## src/verilog/gptu_pkg.sv

```systemverilog
// Package of constants and types for the general purpose timer unit
package gptu_pkg;

  // ==========================================================================
  // Sizes and timer indices
  // ==========================================================================
  localparam int TW = 16;                  // Width of every timer
  localparam int NT = 5;                   // Number of timers
  localparam int IX_AUXA = 0;              // Module one auxiliary timer a
  localparam int IX_CORE1 = 1;             // Module one core timer
  localparam int IX_AUXB = 2;              // Module one auxiliary timer b
  localparam int IX_AUX2 = 3;              // Module two auxiliary timer
  localparam int IX_CORE2 = 4;             // Module two core timer
  localparam int IX_CAPTURE_INPUT_PIN = 10;            // Capture pin within synchronised vector

  // ==========================================================================
  // Timing
  // ==========================================================================
  localparam int CLK_PERIOD_NS = 10;       // System clock period
  localparam int M1_RES_NS = 400;          // Finest count period, module one
  localparam int M2_RES_NS = 200;          // Finest count period, module two
  localparam int M1_DIV = (M1_RES_NS + CLK_PERIOD_NS - 1) / CLK_PERIOD_NS;
  localparam int M2_DIV = (M2_RES_NS + CLK_PERIOD_NS - 1) / CLK_PERIOD_NS;

  // ==========================================================================
  // Register byte offsets
  // ==========================================================================
  localparam logic [11:0] OFS_CTRL0 = 12'h000;   // Five control words
  localparam logic [11:0] OFS_CNT0 = 12'h014;    // Five count words
  localparam logic [11:0] OFS_MOD2_CAPTURE_RELOAD_REG = 12'h028;  // Capture/reload register
  localparam logic [11:0] OFS_CAPCTL = 12'h02c;  // Capture control
  localparam logic [11:0] OFS_STAT = 12'h030;    // Toggle latch status

  // ==========================================================================
  // Control word and capture control fields
  // ==========================================================================
  localparam int F_PS = 0;                 // Prescale select, 3 bits
  localparam int F_MODE = 3;               // Mode, 2 bits
  localparam int F_GLVL = 5;               // Active gate level
  localparam int F_RUN = 6;                // Run
  localparam int F_DOWN = 7;               // Count down
  localparam int F_EUD = 8;                // Direction pin enable
  localparam int F_OE = 9;                 // Toggle latch to output pin
  localparam int F_ERISE = 10;             // Act on rising edge
  localparam int F_EFALL = 11;             // Act on falling edge
  localparam int F_REL = 12;               // Auxiliary: reload, else capture
  localparam int F_TRG = 13;               // Reload on toggle latch edge
  localparam int F_CHAIN = 14;             // Count toggle latch transitions
  localparam int F_T6REL = 15;             // Core two reload on wrap
  localparam int F_CRISE = 0;              // Capture on rising edge
  localparam int F_CFALL = 1;              // Capture on falling edge
  localparam int F_CCLR = 2;               // Clear auxiliary after capture

  // ==========================================================================
  // Reset values and modes
  // ==========================================================================
  localparam logic [15:0] RST_CTRL = 16'h0000;
  localparam logic [15:0] RST_CNT = 16'h0000;
  localparam logic [2:0] RST_CAPCTL = 3'h0;

  typedef enum logic [1:0] {
    GPTU_TIMER,
    GPTU_GATED,
    GPTU_COUNTER,
    GPTU_AUX
  } gptu_mode_t;

endpackage

```

## src/verilog/gptu_top.sv

```systemverilog
// General purpose timer unit with five timers and an APB register port
`timescale 1ns/100ps

// Notes on behaviour
// - Five 16-bit timers in two modules
// - Timers run alone or chained within module
// - Module one: timer, gated or counter
// - Timer mode prescaled; counter mode external events
// - Gated mode counts while gate active
// - One pin each: gate or clock
// - Module one finest period 400 ns
// - Software direction, optional pin override
// - Core and aux b toggle on wrap
// - Latch drives pin and clocks auxiliaries
// - Auxiliary as capture/reload stops counting
// - Capture core value on pin edge
// - Reload core on pin or latch edge
// - Opposite-edge reloads give continuous PWM
// - Module two finest period 200 ns
// - Module two prescaled or external clock
// - Core two latch clocks aux, drives pin
// - Core two wrap clocks CC, reloads
// - Capture aux two on capture pin edge
// - Optionally clear aux two after capture
module gptu_top #(
  parameter int ABW = 12
) (
  input wire logic clk,
  input wire logic rst,
  input wire logic psel,
  input wire logic penable,
  input wire logic pwrite,
  input wire logic [ABW-1:0] paddr,
  input wire logic [31:0] pwdata,
  output logic [31:0] prdata,
  output logic pready,
  output logic pslverr,
  input wire logic [4:0] timer_gate_clock_pin,
  input wire logic [4:0] timer_direction_pin,
  input wire logic capture_input_pin,
  output logic [2:0] toggle_output_pin,
  output logic [5:0] irq_req,
  output logic cc_clk_pulse
);

  // ==========================================================================
  // Constants
  // ==========================================================================
  localparam int ORD [5] = '{gptu_pkg::IX_CORE1, gptu_pkg::IX_CORE2,
    gptu_pkg::IX_AUXA, gptu_pkg::IX_AUXB, gptu_pkg::IX_AUX2};
  localparam int I_CTRL = gptu_pkg::OFS_CTRL0 / 4;   // Word indices
  localparam int I_CNT = gptu_pkg::OFS_CNT0 / 4;
  localparam int I_MOD2_CAPTURE_RELOAD_REG = gptu_pkg::OFS_MOD2_CAPTURE_RELOAD_REG / 4;
  localparam int I_CAPCTL = gptu_pkg::OFS_CAPCTL / 4;
  localparam int I_STAT = gptu_pkg::OFS_STAT / 4;
  localparam int OTL_SRC [3] = '{gptu_pkg::IX_CORE1, gptu_pkg::IX_AUXB, gptu_pkg::IX_CORE2};

  // Address must reach the last register and the unmapped space above it
  if (ABW < 7 || ABW > 32)
  begin : g_bad_abw
    $error("gptu_top: ABW must be 7 to 32");
  end

  // ==========================================================================
  // State
  // ==========================================================================
  typedef struct packed {
    logic [4:0][15:0] ctrl;     // Control words
    logic [4:0][15:0] cnt;      // Timer counts
    logic [15:0] mod2_capture_reload_reg;        // Capture/reload register
    logic [2:0] capctl;         // Capture control
    logic [7:0] div1;           // Base divider, module one
    logic [7:0] div2;           // Base divider, module two
    logic [7:0] pc1;            // Prescale chain, module one
    logic [7:0] pc2;            // Prescale chain, module two
    logic [10:0] sy1;           // Synchroniser first stage
    logic [10:0] sy2;           // Synchroniser second stage
    logic [10:0] prv;           // Previous level for edges
    logic [2:0] otl;            // Toggle latches
    logic [2:0] tog;            // Toggle pin drive
    logic [5:0] irq;            // Request pulses
    logic cc;                   // Core two wrap pulse
    logic [31:0] prdata;        // Read data
    logic pready;               // Access phase ready
    logic pslverr;              // Unmapped access
  } gptu_state_t;

  gptu_state_t st_r;
  gptu_state_t st_nxt;

  // ==========================================================================
  // Helpers
  // ==========================================================================
  // One count step; top bit flags a wrap
  function automatic logic [16:0] gptu_step(input logic [15:0] c, input logic en, input logic dn);
    logic [16:0] r;
    r = {1'b0, c};
    if (en && dn)
    begin
      r = {c == 16'h0000, c - 16'h0001};
    end
    else if (en)
    begin
      r = {c == 16'hffff, c + 16'h0001};
    end
    return r;
  endfunction

  // Word index of an address, or all ones when misaligned
  function automatic int gptu_index(input logic [ABW-1:0] a);
    int r;
    r = (a[1:0] == 2'b00) ? int'(a >> 2) : -1;
    return r;
  endfunction

  // ==========================================================================
  // Next state
  // ==========================================================================
  // All behaviour in one pass; cores before auxiliaries so chain events exist
  always_comb
  begin
    logic b1;
    logic b2;
    logic [10:0] rise;
    logic [10:0] fall;
    logic [4:0] evv;
    logic [4:0] wraps;
    logic [2:0] tev;
    logic [15:0] ctl;
    logic [7:0] msk;
    logic [7:0] pcv;
    logic pre;
    logic chv;
    logic en;
    logic dn;
    logic trg;
    logic cev;
    logic [16:0] sv;
    gptu_pkg::gptu_mode_t mode;
    int i;
    int idx;
    b1 = 1'b0;
    b2 = 1'b0;
    rise = '0;
    fall = '0;
    evv = '0;
    wraps = '0;
    tev = '0;
    ctl = '0;
    msk = '0;
    pcv = '0;
    pre = 1'b0;
    chv = 1'b0;
    en = 1'b0;
    dn = 1'b0;
    trg = 1'b0;
    cev = 1'b0;
    sv = '0;
    mode = gptu_pkg::GPTU_TIMER;
    i = 0;
    idx = 0;
    st_nxt = st_r;

    // Pins pass two flops; edges come from the second stage only
    st_nxt.sy1 = {capture_input_pin, timer_direction_pin, timer_gate_clock_pin};
    st_nxt.sy2 = st_r.sy1;
    st_nxt.prv = st_r.sy2;
    rise = st_r.sy2 & ~st_r.prv;
    fall = ~st_r.sy2 & st_r.prv;

    // Base dividers give the finest count period of each module
    b1 = (st_r.div1 == 8'(gptu_pkg::M1_DIV - 1));
    b2 = (st_r.div2 == 8'(gptu_pkg::M2_DIV - 1));
    st_nxt.div1 = b1 ? 8'h00 : st_r.div1 + 8'h01;
    st_nxt.div2 = b2 ? 8'h00 : st_r.div2 + 8'h01;
    if (b1)
    begin
      st_nxt.pc1 = st_r.pc1 + 8'h01;
    end
    if (b2)
    begin
      st_nxt.pc2 = st_r.pc2 + 8'h01;
    end

    // Pin edge events per timer, filtered by the edge select bits
    for (int j = 0; j < gptu_pkg::NT; j++)
    begin
      evv[j] = (st_r.ctrl[j][gptu_pkg::F_ERISE] & rise[j]) |
               (st_r.ctrl[j][gptu_pkg::F_EFALL] & fall[j]);
    end

    // Count all five timers, cores first
    for (int k = 0; k < gptu_pkg::NT; k++)
    begin
      i = ORD[k];
      ctl = st_r.ctrl[i];
      mode = gptu_pkg::gptu_mode_t'(ctl[gptu_pkg::F_MODE +: 2]);
      pcv = (i < gptu_pkg::IX_AUX2) ? st_r.pc1 : st_r.pc2;
      msk = 8'((9'h001 << ctl[gptu_pkg::F_PS +: 3]) - 9'h001);
      // Prescaled tick: base tick times a power of two
      pre = ((i < gptu_pkg::IX_AUX2) ? b1 : b2) & ((pcv & msk) == msk);
      // Chained clock from the module's core toggle latch
      if (i == gptu_pkg::IX_AUX2)
      begin
        chv = tev[2];
      end
      else if (i == gptu_pkg::IX_CORE1 || i == gptu_pkg::IX_CORE2)
      begin
        chv = 1'b0;
      end
      else
      begin
        chv = tev[0];
      end
      unique case (mode)
        gptu_pkg::GPTU_TIMER:
        begin
          en = pre;
        end
        gptu_pkg::GPTU_GATED:
        begin
          // Gate level compared with the software polarity bit
          en = pre & (st_r.sy2[i] == ctl[gptu_pkg::F_GLVL]);
        end
        gptu_pkg::GPTU_COUNTER:
        begin
          en = ctl[gptu_pkg::F_CHAIN] ? chv : evv[i];
        end
        gptu_pkg::GPTU_AUX:
        begin
          // Auxiliaries hold still as capture/reload; others time normally
          en = (i == gptu_pkg::IX_AUXA || i == gptu_pkg::IX_AUXB) ? 1'b0 : pre;
        end
      endcase
      en = en & ctl[gptu_pkg::F_RUN];
      // Pin high inverts the software direction when enabled
      dn = ctl[gptu_pkg::F_DOWN] ^ (ctl[gptu_pkg::F_EUD] & st_r.sy2[5 + i]);
      sv = gptu_step(st_r.cnt[i], en, dn);
      st_nxt.cnt[i] = sv[15:0];
      wraps[i] = sv[16];
      // Toggle latches flip on each wrap of their timer
      if (i == gptu_pkg::IX_CORE1)
      begin
        tev[0] = sv[16];
      end
      else if (i == gptu_pkg::IX_AUXB)
      begin
        tev[1] = sv[16];
      end
      else if (i == gptu_pkg::IX_CORE2)
      begin
        tev[2] = sv[16];
      end
    end
    st_nxt.otl = st_r.otl ^ tev;

    // Core two reloads from the capture/reload register on wrap
    if (wraps[gptu_pkg::IX_CORE2] && st_r.ctrl[gptu_pkg::IX_CORE2][gptu_pkg::F_T6REL])
    begin
      st_nxt.cnt[gptu_pkg::IX_CORE2] = st_r.mod2_capture_reload_reg;
    end

    // Auxiliaries a and b as capture or reload registers of core one
    for (int j = 0; j < 2; j++)
    begin
      i = 2 * j;
      ctl = st_r.ctrl[i];
      if (ctl[gptu_pkg::F_MODE +: 2] == 2'(gptu_pkg::GPTU_AUX))
      begin
        if (!ctl[gptu_pkg::F_REL])
        begin
          if (evv[i])
          begin
            st_nxt.cnt[i] = st_r.cnt[gptu_pkg::IX_CORE1];
          end
        end
        else
        begin
          // Latch edge: rise select on 0 to 1, fall select on 1 to 0
          trg = ctl[gptu_pkg::F_TRG] ?
                ((ctl[gptu_pkg::F_ERISE] & tev[0] & ~st_r.otl[0]) |
                 (ctl[gptu_pkg::F_EFALL] & tev[0] & st_r.otl[0])) : evv[i];
          // With opposite edges on a and b the core alternates periods
          if (trg)
          begin
            st_nxt.cnt[gptu_pkg::IX_CORE1] = st_r.cnt[i];
          end
        end
      end
    end

    // Capture of auxiliary two on the capture pin
    cev = (st_r.capctl[gptu_pkg::F_CRISE] & rise[gptu_pkg::IX_CAPTURE_INPUT_PIN]) |
          (st_r.capctl[gptu_pkg::F_CFALL] & fall[gptu_pkg::IX_CAPTURE_INPUT_PIN]);
    if (cev)
    begin
      st_nxt.mod2_capture_reload_reg = st_r.cnt[gptu_pkg::IX_AUX2];
      if (st_r.capctl[gptu_pkg::F_CCLR])
      begin
        st_nxt.cnt[gptu_pkg::IX_AUX2] = 16'h0000;
      end
    end

    // Request pulses and the wrap clock for the compare timers
    st_nxt.irq = {cev, wraps};
    st_nxt.cc = wraps[gptu_pkg::IX_CORE2];
    for (int j = 0; j < 3; j++)
    begin
      st_nxt.tog[j] = st_nxt.otl[j] & st_r.ctrl[OTL_SRC[j]][gptu_pkg::F_OE];
    end

    // APB: setup cycle decodes and loads read data; access completes
    st_nxt.pready = 1'b0;
    idx = gptu_index(paddr);
    if (psel && !penable)
    begin
      st_nxt.pready = 1'b1;
      st_nxt.pslverr = (idx < 0) || (idx > I_STAT);
      st_nxt.prdata = 32'h0000_0000;
      if (idx >= I_CTRL && idx < I_CTRL + gptu_pkg::NT)
      begin
        st_nxt.prdata = {16'h0000, st_r.ctrl[idx - I_CTRL]};
      end
      else if (idx >= I_CNT && idx < I_CNT + gptu_pkg::NT)
      begin
        st_nxt.prdata = {16'h0000, st_r.cnt[idx - I_CNT]};
      end
      else if (idx == I_MOD2_CAPTURE_RELOAD_REG)
      begin
        st_nxt.prdata = {16'h0000, st_r.mod2_capture_reload_reg};
      end
      else if (idx == I_CAPCTL)
      begin
        st_nxt.prdata = {29'h0000_0000, st_r.capctl};
      end
      else if (idx == I_STAT)
      begin
        st_nxt.prdata = {29'h0000_0000, st_r.otl};
      end
    end
    // Software writes win over counting, capture and reload
    if (psel && penable && st_r.pready && pwrite)
    begin
      if (idx >= I_CTRL && idx < I_CTRL + gptu_pkg::NT)
      begin
        st_nxt.ctrl[idx - I_CTRL] = pwdata[15:0];
      end
      else if (idx >= I_CNT && idx < I_CNT + gptu_pkg::NT)
      begin
        st_nxt.cnt[idx - I_CNT] = pwdata[15:0];
      end
      else if (idx == I_MOD2_CAPTURE_RELOAD_REG)
      begin
        st_nxt.mod2_capture_reload_reg = pwdata[15:0];
      end
      else if (idx == I_CAPCTL)
      begin
        st_nxt.capctl = pwdata[2:0];
      end
    end
  end

  // ==========================================================================
  // Registers
  // ==========================================================================
  // Whole state in one flop bank; constants only under reset
  always_ff @(posedge clk or posedge rst)
  begin
    if (rst)
    begin
      st_r <= '0;
      st_r.ctrl <= {gptu_pkg::NT{gptu_pkg::RST_CTRL}};
      st_r.cnt <= {gptu_pkg::NT{gptu_pkg::RST_CNT}};
      st_r.capctl <= gptu_pkg::RST_CAPCTL;
    end
    else
    begin
      st_r <= st_nxt;
    end
  end

  // ==========================================================================
  // Outputs, all straight from flops
  // ==========================================================================
  assign prdata = st_r.prdata;
  assign pready = st_r.pready;
  assign pslverr = st_r.pslverr;
  assign toggle_output_pin = st_r.tog;
  assign irq_req = st_r.irq;
  assign cc_clk_pulse = st_r.cc;

endmodule // gptu_top

```

## config.mk

```make
export PLATFORM = sky130hd
export DESIGN_NAME = gptu_top
export DESIGN_NICKNAME = d
export VERILOG_FILES = /design/src/verilog/gptu_pkg.sv /design/src/verilog/gptu_top.sv
export SDC_FILE = /design/constraint.sdc
export NUM_CORES = 1
export LEC_CHECK = 0
export BUFFER_PORTS_ARGS = -buffer_cell sky130_fd_sc_hd__clkbuf_2
export CAP_MARGIN = 10
export CORE_ASPECT_RATIO = 1.75
export CORE_MARGIN = 2
export CORE_UTILIZATION = 35
export CTS_BUF_LIST = sky130_fd_sc_hd__clkbuf_2
export CTS_CLUSTER_SIZE = 28
export DETAILED_ROUTE_END_ITERATION = 10
export PLACE_DENSITY = 0.6
export RECOVER_POWER = 25
export SLEW_MARGIN = 20
export SYNTH_ARGS = -nofsm -noshare
export SYNTH_HDL_FRONTEND = slang
export SYNTH_SLANG_ARGS = --single-unit
```

## constraint.sdc

```tcl
create_clock -name clk -period 9.5 [get_ports clk]
set_clock_uncertainty 0.1 [all_clocks]
set_input_delay 2.375 -clock clk [delete_from_list [all_inputs] [get_ports clk]]
set_output_delay 2.375 -clock clk [all_outputs]
set_load 0.1 [all_outputs]
```

; ---- Word level (Yosys, flattened, before mapping)
; Index checks and enable logic that the tools add are counted.
[word_totals]
reg_bits = 275
output_inout_bits = 44
[classes]
addsub = 20
magnitude_cmp = 10
eq_ne = 35
shifts = 5
n_mux = 64
n_bitwise = 70
n_reduce_logical = 32
[ops]
columns = cell, count
row1 = $mux W16, 22
row2 = $mux W99, 2
row3 = $mux W17, 10
row4 = $bwmux W80, 2
row5 = $bmux W16 S3, 2
row6 = $demux W16 S3, 2
row7 = $eq A32 B5 Y1 const B, 3
row8 = $ge A32 B1 Y1 const B, 3
row9 = $lt A32 B5 Y1 const B, 3
row10 = $mux W32, 3
row11 = $add A16 B1 Y16 const B, 5
row12 = $eq A16 B16 Y1 const B, 5
row13 = $logic_not A16 Y1, 5
row14 = $mux W80, 1
row15 = $sub A16 B1 Y16 const B, 5
row16 = $and A1 B1 Y1, 43
row17 = $and A8 B8 Y8, 5
row18 = $eq A8 B8 Y1, 5
row19 = $shl A1 B3 Y8 const A, 5
row20 = $sub A8 B1 Y8 const B, 5
row21 = $add A8 B1 Y8 const B, 4
row22 = $ge A32 B4 Y1 const B, 1
row23 = $gt A32 B5 Y1 const B, 1
row24 = $lt A32 B1 Y1 const B, 1
row25 = 27 further kinds, 93

; ---- Logic depth before layout (Yosys ltp)
[depth]
depth_word = 25
depth_mapped = 24
depth_no_buf = 17

; ---- Least setup slack after synthesis
; No wires, ideal clock.
[synth_path]
path_type = input to register
from = input paddr[2]
to = register st_r[154] in the netlist's numbering
setup_ns = 0.133
t_arrival_ns = 7.148
setup_slack_ns = 2.119
cell_stages = 24
path_buffers = 7
path_cell_list = or3_1 clkbuf_1 clkinv_1 buf_1 clkbuf_1 ha_1 inv_1 a2111oi_0 and2_1 clkbuf_1 clkbuf_1 inv_1 ha_1 nor4bb_1 o2111ai_1 nor2_1 nand4_1 nor2_1 and3_1 buf_2 nor2_1 clkbuf_1 a22oi_1 o21ai_0
[synth_lines]
columns = item, line
row1 = from (decl), gptu_top.sv:33  ; input wire logic [ABW-1:0] paddr,
row2 = to (signal assigned), gptu_top.sv:378  ; st_r <= st_nxt;
row3 = to (decl), gptu_top.sv:88  ; gptu_state_t st_r;

==> flow_metrics.py <==
metrics = {
    "outcome": {
        "run_status": "finished with violations",
        "violations": "capacitance limit, slew limit",
    },
    "sta": {
        "timing.final.crit_share_pct": 71.27,
        "report.final.setup_viol": 0,
        "post-route-min-period_ns": 6.770,
        "worst_pin_slew_ns": 4.264,
        "max_clk_rate_ghz": 0.1477,
        "slew_viol_final": 166,
        "fin_setup_tns_ns": 0,
        "timing_hold_violations_final": 0,
        "grt_setup_unrepaired": "no",
        "timing.max_slew.rel_slack_pct": -184.2,
    },
    "yosys": {
        "ys_top_cells_by_count": "sky130_fd_sc_hd__dfrtp_1 (267), sky130_fd_sc_hd__nand2_1 (204), sky130_fd_sc_hd__o21ai_0 (132)",
        "ys_seq_elements": 267,
        "syn_area_mm2": 0.01642,
        "synth-edff-count": 0,
        "ys_types": 77,
        "synth_top_area_share_pct": 40.69,
        "synth.yosys.warnings": 0,
        "postSynth.asyncResetShare_pct": 100.0,
        "synthFlopType": "sky130_fd_sc_hd__dfrtp_1",
        "synth_area_leaders": "sky130_fd_sc_hd__dfrtp_1 (41%), sky130_fd_sc_hd__mux2_2 (5.6%), sky130_fd_sc_hd__nand2_1 (4.7%), sky130_fd_sc_hd__o21ai_0 (4.0%), sky130_fd_sc_hd__mux2i_1 (3.8%)",
        "post-synth-top-area-cell": "sky130_fd_sc_hd__dfrtp_1",
        "post_synth_inst_count": 1794,
        "syn_avg_cell_area_um2": 9.152,
        "synth.yosys.seq_area_share_pct": 40.69,
        "yosysMostFrequentCell": "sky130_fd_sc_hd__dfrtp_1",
    },
    "clock_network": {
        "cts_tree": "yes",
        "tritoncts.num_buffers": 67,
        "clock-root-buffer": "sky130_fd_sc_hd__clkbuf_2",
        "h_tree_levels": 3,
        "clock-sinks": 267,
        "setup_repair_bufs_after_cts": 0,
        "buffer_depth_of_the_longest_clock_path": 3,
        "clk_pin_slew_ns": 0.09,
        "cts_hold_buf": 0,
        "postCtsResizedCells": 0,
        "clk_latency_ns": 0.97,
    },
    "worst_setup_path": {
        "worst_path_largest_cell_delay_ns": 0.66,
        "cp.required_ns": 10.22,
        "rr_endpoint": "st_r[147]",
        "setup.worst_path.start_class": "primary input",
        "cpMaxStageDelayCell": "sky130_fd_sc_hd__and3_1",
        "worst_ep_arrival_time_ns": 7.49,
        "worstReg2RegStart": "st_r[107]",
        "critPathKind": "primary input to register",
        "ff2ff_path_depth": 10,
        "list_of_cells_traversed_by_the_critical_path": "clkbuf_2 -> or3_1 -> buf_4 -> clkinv_1 -> ha_1 -> inv_1 -> a2111oi_0 -> and2_1 -> buf_4 -> inv_2 -> ha_1 -> nor4bb_1 -> nand3_1 -> nor2_1 -> nand4_1 -> buf_4 -> nor2_1 -> and3_1 -> nor2_1 -> a22oi_1 -> o21ai_0",
        "setup.worst_path.end_class": "register",
        "maximum_fanout_encountered_on_the_critical_timing_path": 19,
        "r2r_slack_ns": 4.94,
    },
    "grt": {
        "grt.total_usage_pct": 24.88,
        "grt_max_degree": 166,
        "number_of_global_route_vias_before_repair": 14462,
        "globalRouteOverflowTotal": 0,
        "grt_antenna_before_repair": 2,
        "global_route_wire_length_before_repair_um": 90800,
    },
    "placed_design": {
        "dp.cells": 2325,
        "port_buffers": 71,
        "place.detailed.hpwl_um": 43880,
        "globalplace.congestion": 0.9562,
    },
    "pwr": {
        "power.density_cell_area_mw_per_mm2": 122.8,
        "comb_power_share_pct": 9.3,
        "static-leakage-power_nw": 7.557,
        "total_switching_power_w": 0.0006766,
        "pwr-share-clk_pct": 37.1,
        "power.share.switching_pct": 31.33,
        "internal_power_w": 0.001483,
        "power.sequential.fraction_pct": 53.7,
        "vdd_drop_max_mv": 0.05350,
    },
    "floorplan": {
        "design.portCount": 104,
        "floorplan.die_area_mm2": 0.04873,
        "coreArea_mm2": 0.04664,
        "dieWidth_um": 167.7,
        "start_util_pct": 35.21,
        "placement_rows": 105,
        "die_h_um": 290.5,
    },
    "min_path": {
        "worst_hold_startpoint": "st_nxt[58]",
        "min-delay-path-class": "register to register",
        "hold_path_end": "st_nxt[47]",
        "hold-path-cell-count": 0,
    },
    "detailed_routing": {
        "route.final.wire_length_um": 60610,
        "topRoutingLayerUsed": "met4",
        "met3WireLength_um": 3206,
        "drc": 0,
        "detailroute.via_count": 14580,
        "wl_per_cell_um": 24.84,
        "antenna_violating_nets_left": 0,
        "drt_iter0_markers": 1319,
        "drt_pass1_iterations": 8,
        "route.layer.met1.wl_um": 21100,
        "vias_per_cell": 5.975,
        "met2WireLength_um": 30170,
    },
    "final_layout": {
        "area_growth_syn_to_layout_pct": 7.125,
        "layout.cells.non_filler": 2440,
        "fillers": 4724,
        "final_core_utilization_pct": 37.71,
        "nets": 1902,
        "drive_above_1_share_pct": 16.22,
    },
    "run": {
        "drv.max_cap_violation_count": 1,
    },
}
[power by group through the flow]
stage          logic, W  registers [W]  clock network [W]
2_1_floorplan  0.000151        0.00118                  0
3_3_place_gp   0.000198        0.00118                  0
3_5_place_dp   0.000200        0.00118                  0
4_1_cts        0.000200        0.00116           0.000828
5_1_grt        0.000209        0.00116           0.000879
6_report       0.000200        0.00116           0.000801
[critical path, delay by kind of cell]
| family | cells | cell delay, ns |
|---|---|---|
| AOI/OAI and AO/OA | 3 | 0.81 |
| and+or+nand+nor | 9 | 2.46 |
| adders and majority gates | 2 | 0.54 |
| buffers and inverters | 7 | 1.29 |
[placed cells by master, fill, tap and decap left out, types with 29 or more instances in the layout]
master                     synthesis  final
sky130_fd_sc_hd__a211oi_1         30     30
sky130_fd_sc_hd__a21o_1           33     33
sky130_fd_sc_hd__a21oi_1          78     78
sky130_fd_sc_hd__clkbuf_2          0    157
sky130_fd_sc_hd__dfrtp_1         267    267
sky130_fd_sc_hd__ha_1             35     35
sky130_fd_sc_hd__inv_1            43     42
sky130_fd_sc_hd__mux2_2           82     82
sky130_fd_sc_hd__mux2i_1          63     63
sky130_fd_sc_hd__nand2_1         204    203
sky130_fd_sc_hd__nand3_1          77     76
sky130_fd_sc_hd__nor2_1          104    103
sky130_fd_sc_hd__nor3_1           30     29
sky130_fd_sc_hd__o21ai_0         132    131
sky130_fd_sc_hd__xnor2_1          59     58
sky130_fd_sc_hd__xor2_1           59     59
[stage by stage]
| stage | setup WS, ns | power (W) | cell area (um2) | hold WS [ns] |
|---|---|---|---|---|
| floorplan | 2.119 | 0.001329 | 16480 | 0.2312 |
| global placement | 1.899 | 0.001379 | 17020 | 0.2341 |
| detailed placement | 1.844 | 0.001380 | 17020 | 0.2347 |
| CTS | 2.872 | 0.002186 | 17610 | 0.2550 |
| global route | 2.255 | 0.002248 | 17590 | 0.2619 |
| finish | 2.730 | 0.002159 | 17590 | 0.2562 |
[worst max-delay path by stage]
stage | startpoint | end | slack (ns) | cells after the start
floorplan | paddr[2] | st_r[154] | 2.12 | 24
global placement | paddr[1] | st_r[149] | 1.90 | 21
detailed placement | paddr[2] | st_r[150] | 1.84 | 21
CTS | paddr[2] | st_r[150] | 2.87 | 21
global route | rst | st_r[215] | 2.26 | 3
finish | paddr[2] | st_r[159] | 2.73 | 21
[registers in the layout, summed over array words and instances (netlist names)]
| register | flops |
|---|---|
| irq_req | 6 |
| prdata | 16 |
| pready | 1 |
| pslverr | 1 |
| st_nxt | 22 |
| st_r | 218 |
| toggle_output_pin | 3 |
[area by class of cell]
type	count	area [um2]	area share [%]
Tap cell	588	735.7	4.183
Clock inverter	25	148.9	0.8465
Sequential cell	267	6681	37.99
Clock buffer	87	435.4	2.475
Antenna cell	2	5.005	0.02845
Inverter	45	170.2	0.9674
Multi-Input combinational cell	1326	8862	50.38
Timing Repair Buffer	100	550.5	3.130
[logic make-up after synthesis]
logic type | after synthesis | synth area share, %
muxes | 145 | 9.464
xor gates and xnor gates | 118 | 6.294
AOI/OAI and AO/OA | 437 | 17.72
and+or+nand+nor | 575 | 17.15
other | 1 | 0.02284
adders and majority gates | 35 | 2.667
DFF | 267 | 40.69
buffers and inverters | 216 | 5.989
[layer usage]
| layer | vias to the layer above | track usage, % |
|---|---|---|
| met5 | - | 0 |
| met4 | 0 | 21.61 |
| met3 | 253 | 4.249 |
| met2 | 686 | 43.36 |
| met1 | 7143 | 25.65 |
| li1 | 6498 | - |
Power figures use the tool's default switching activity.
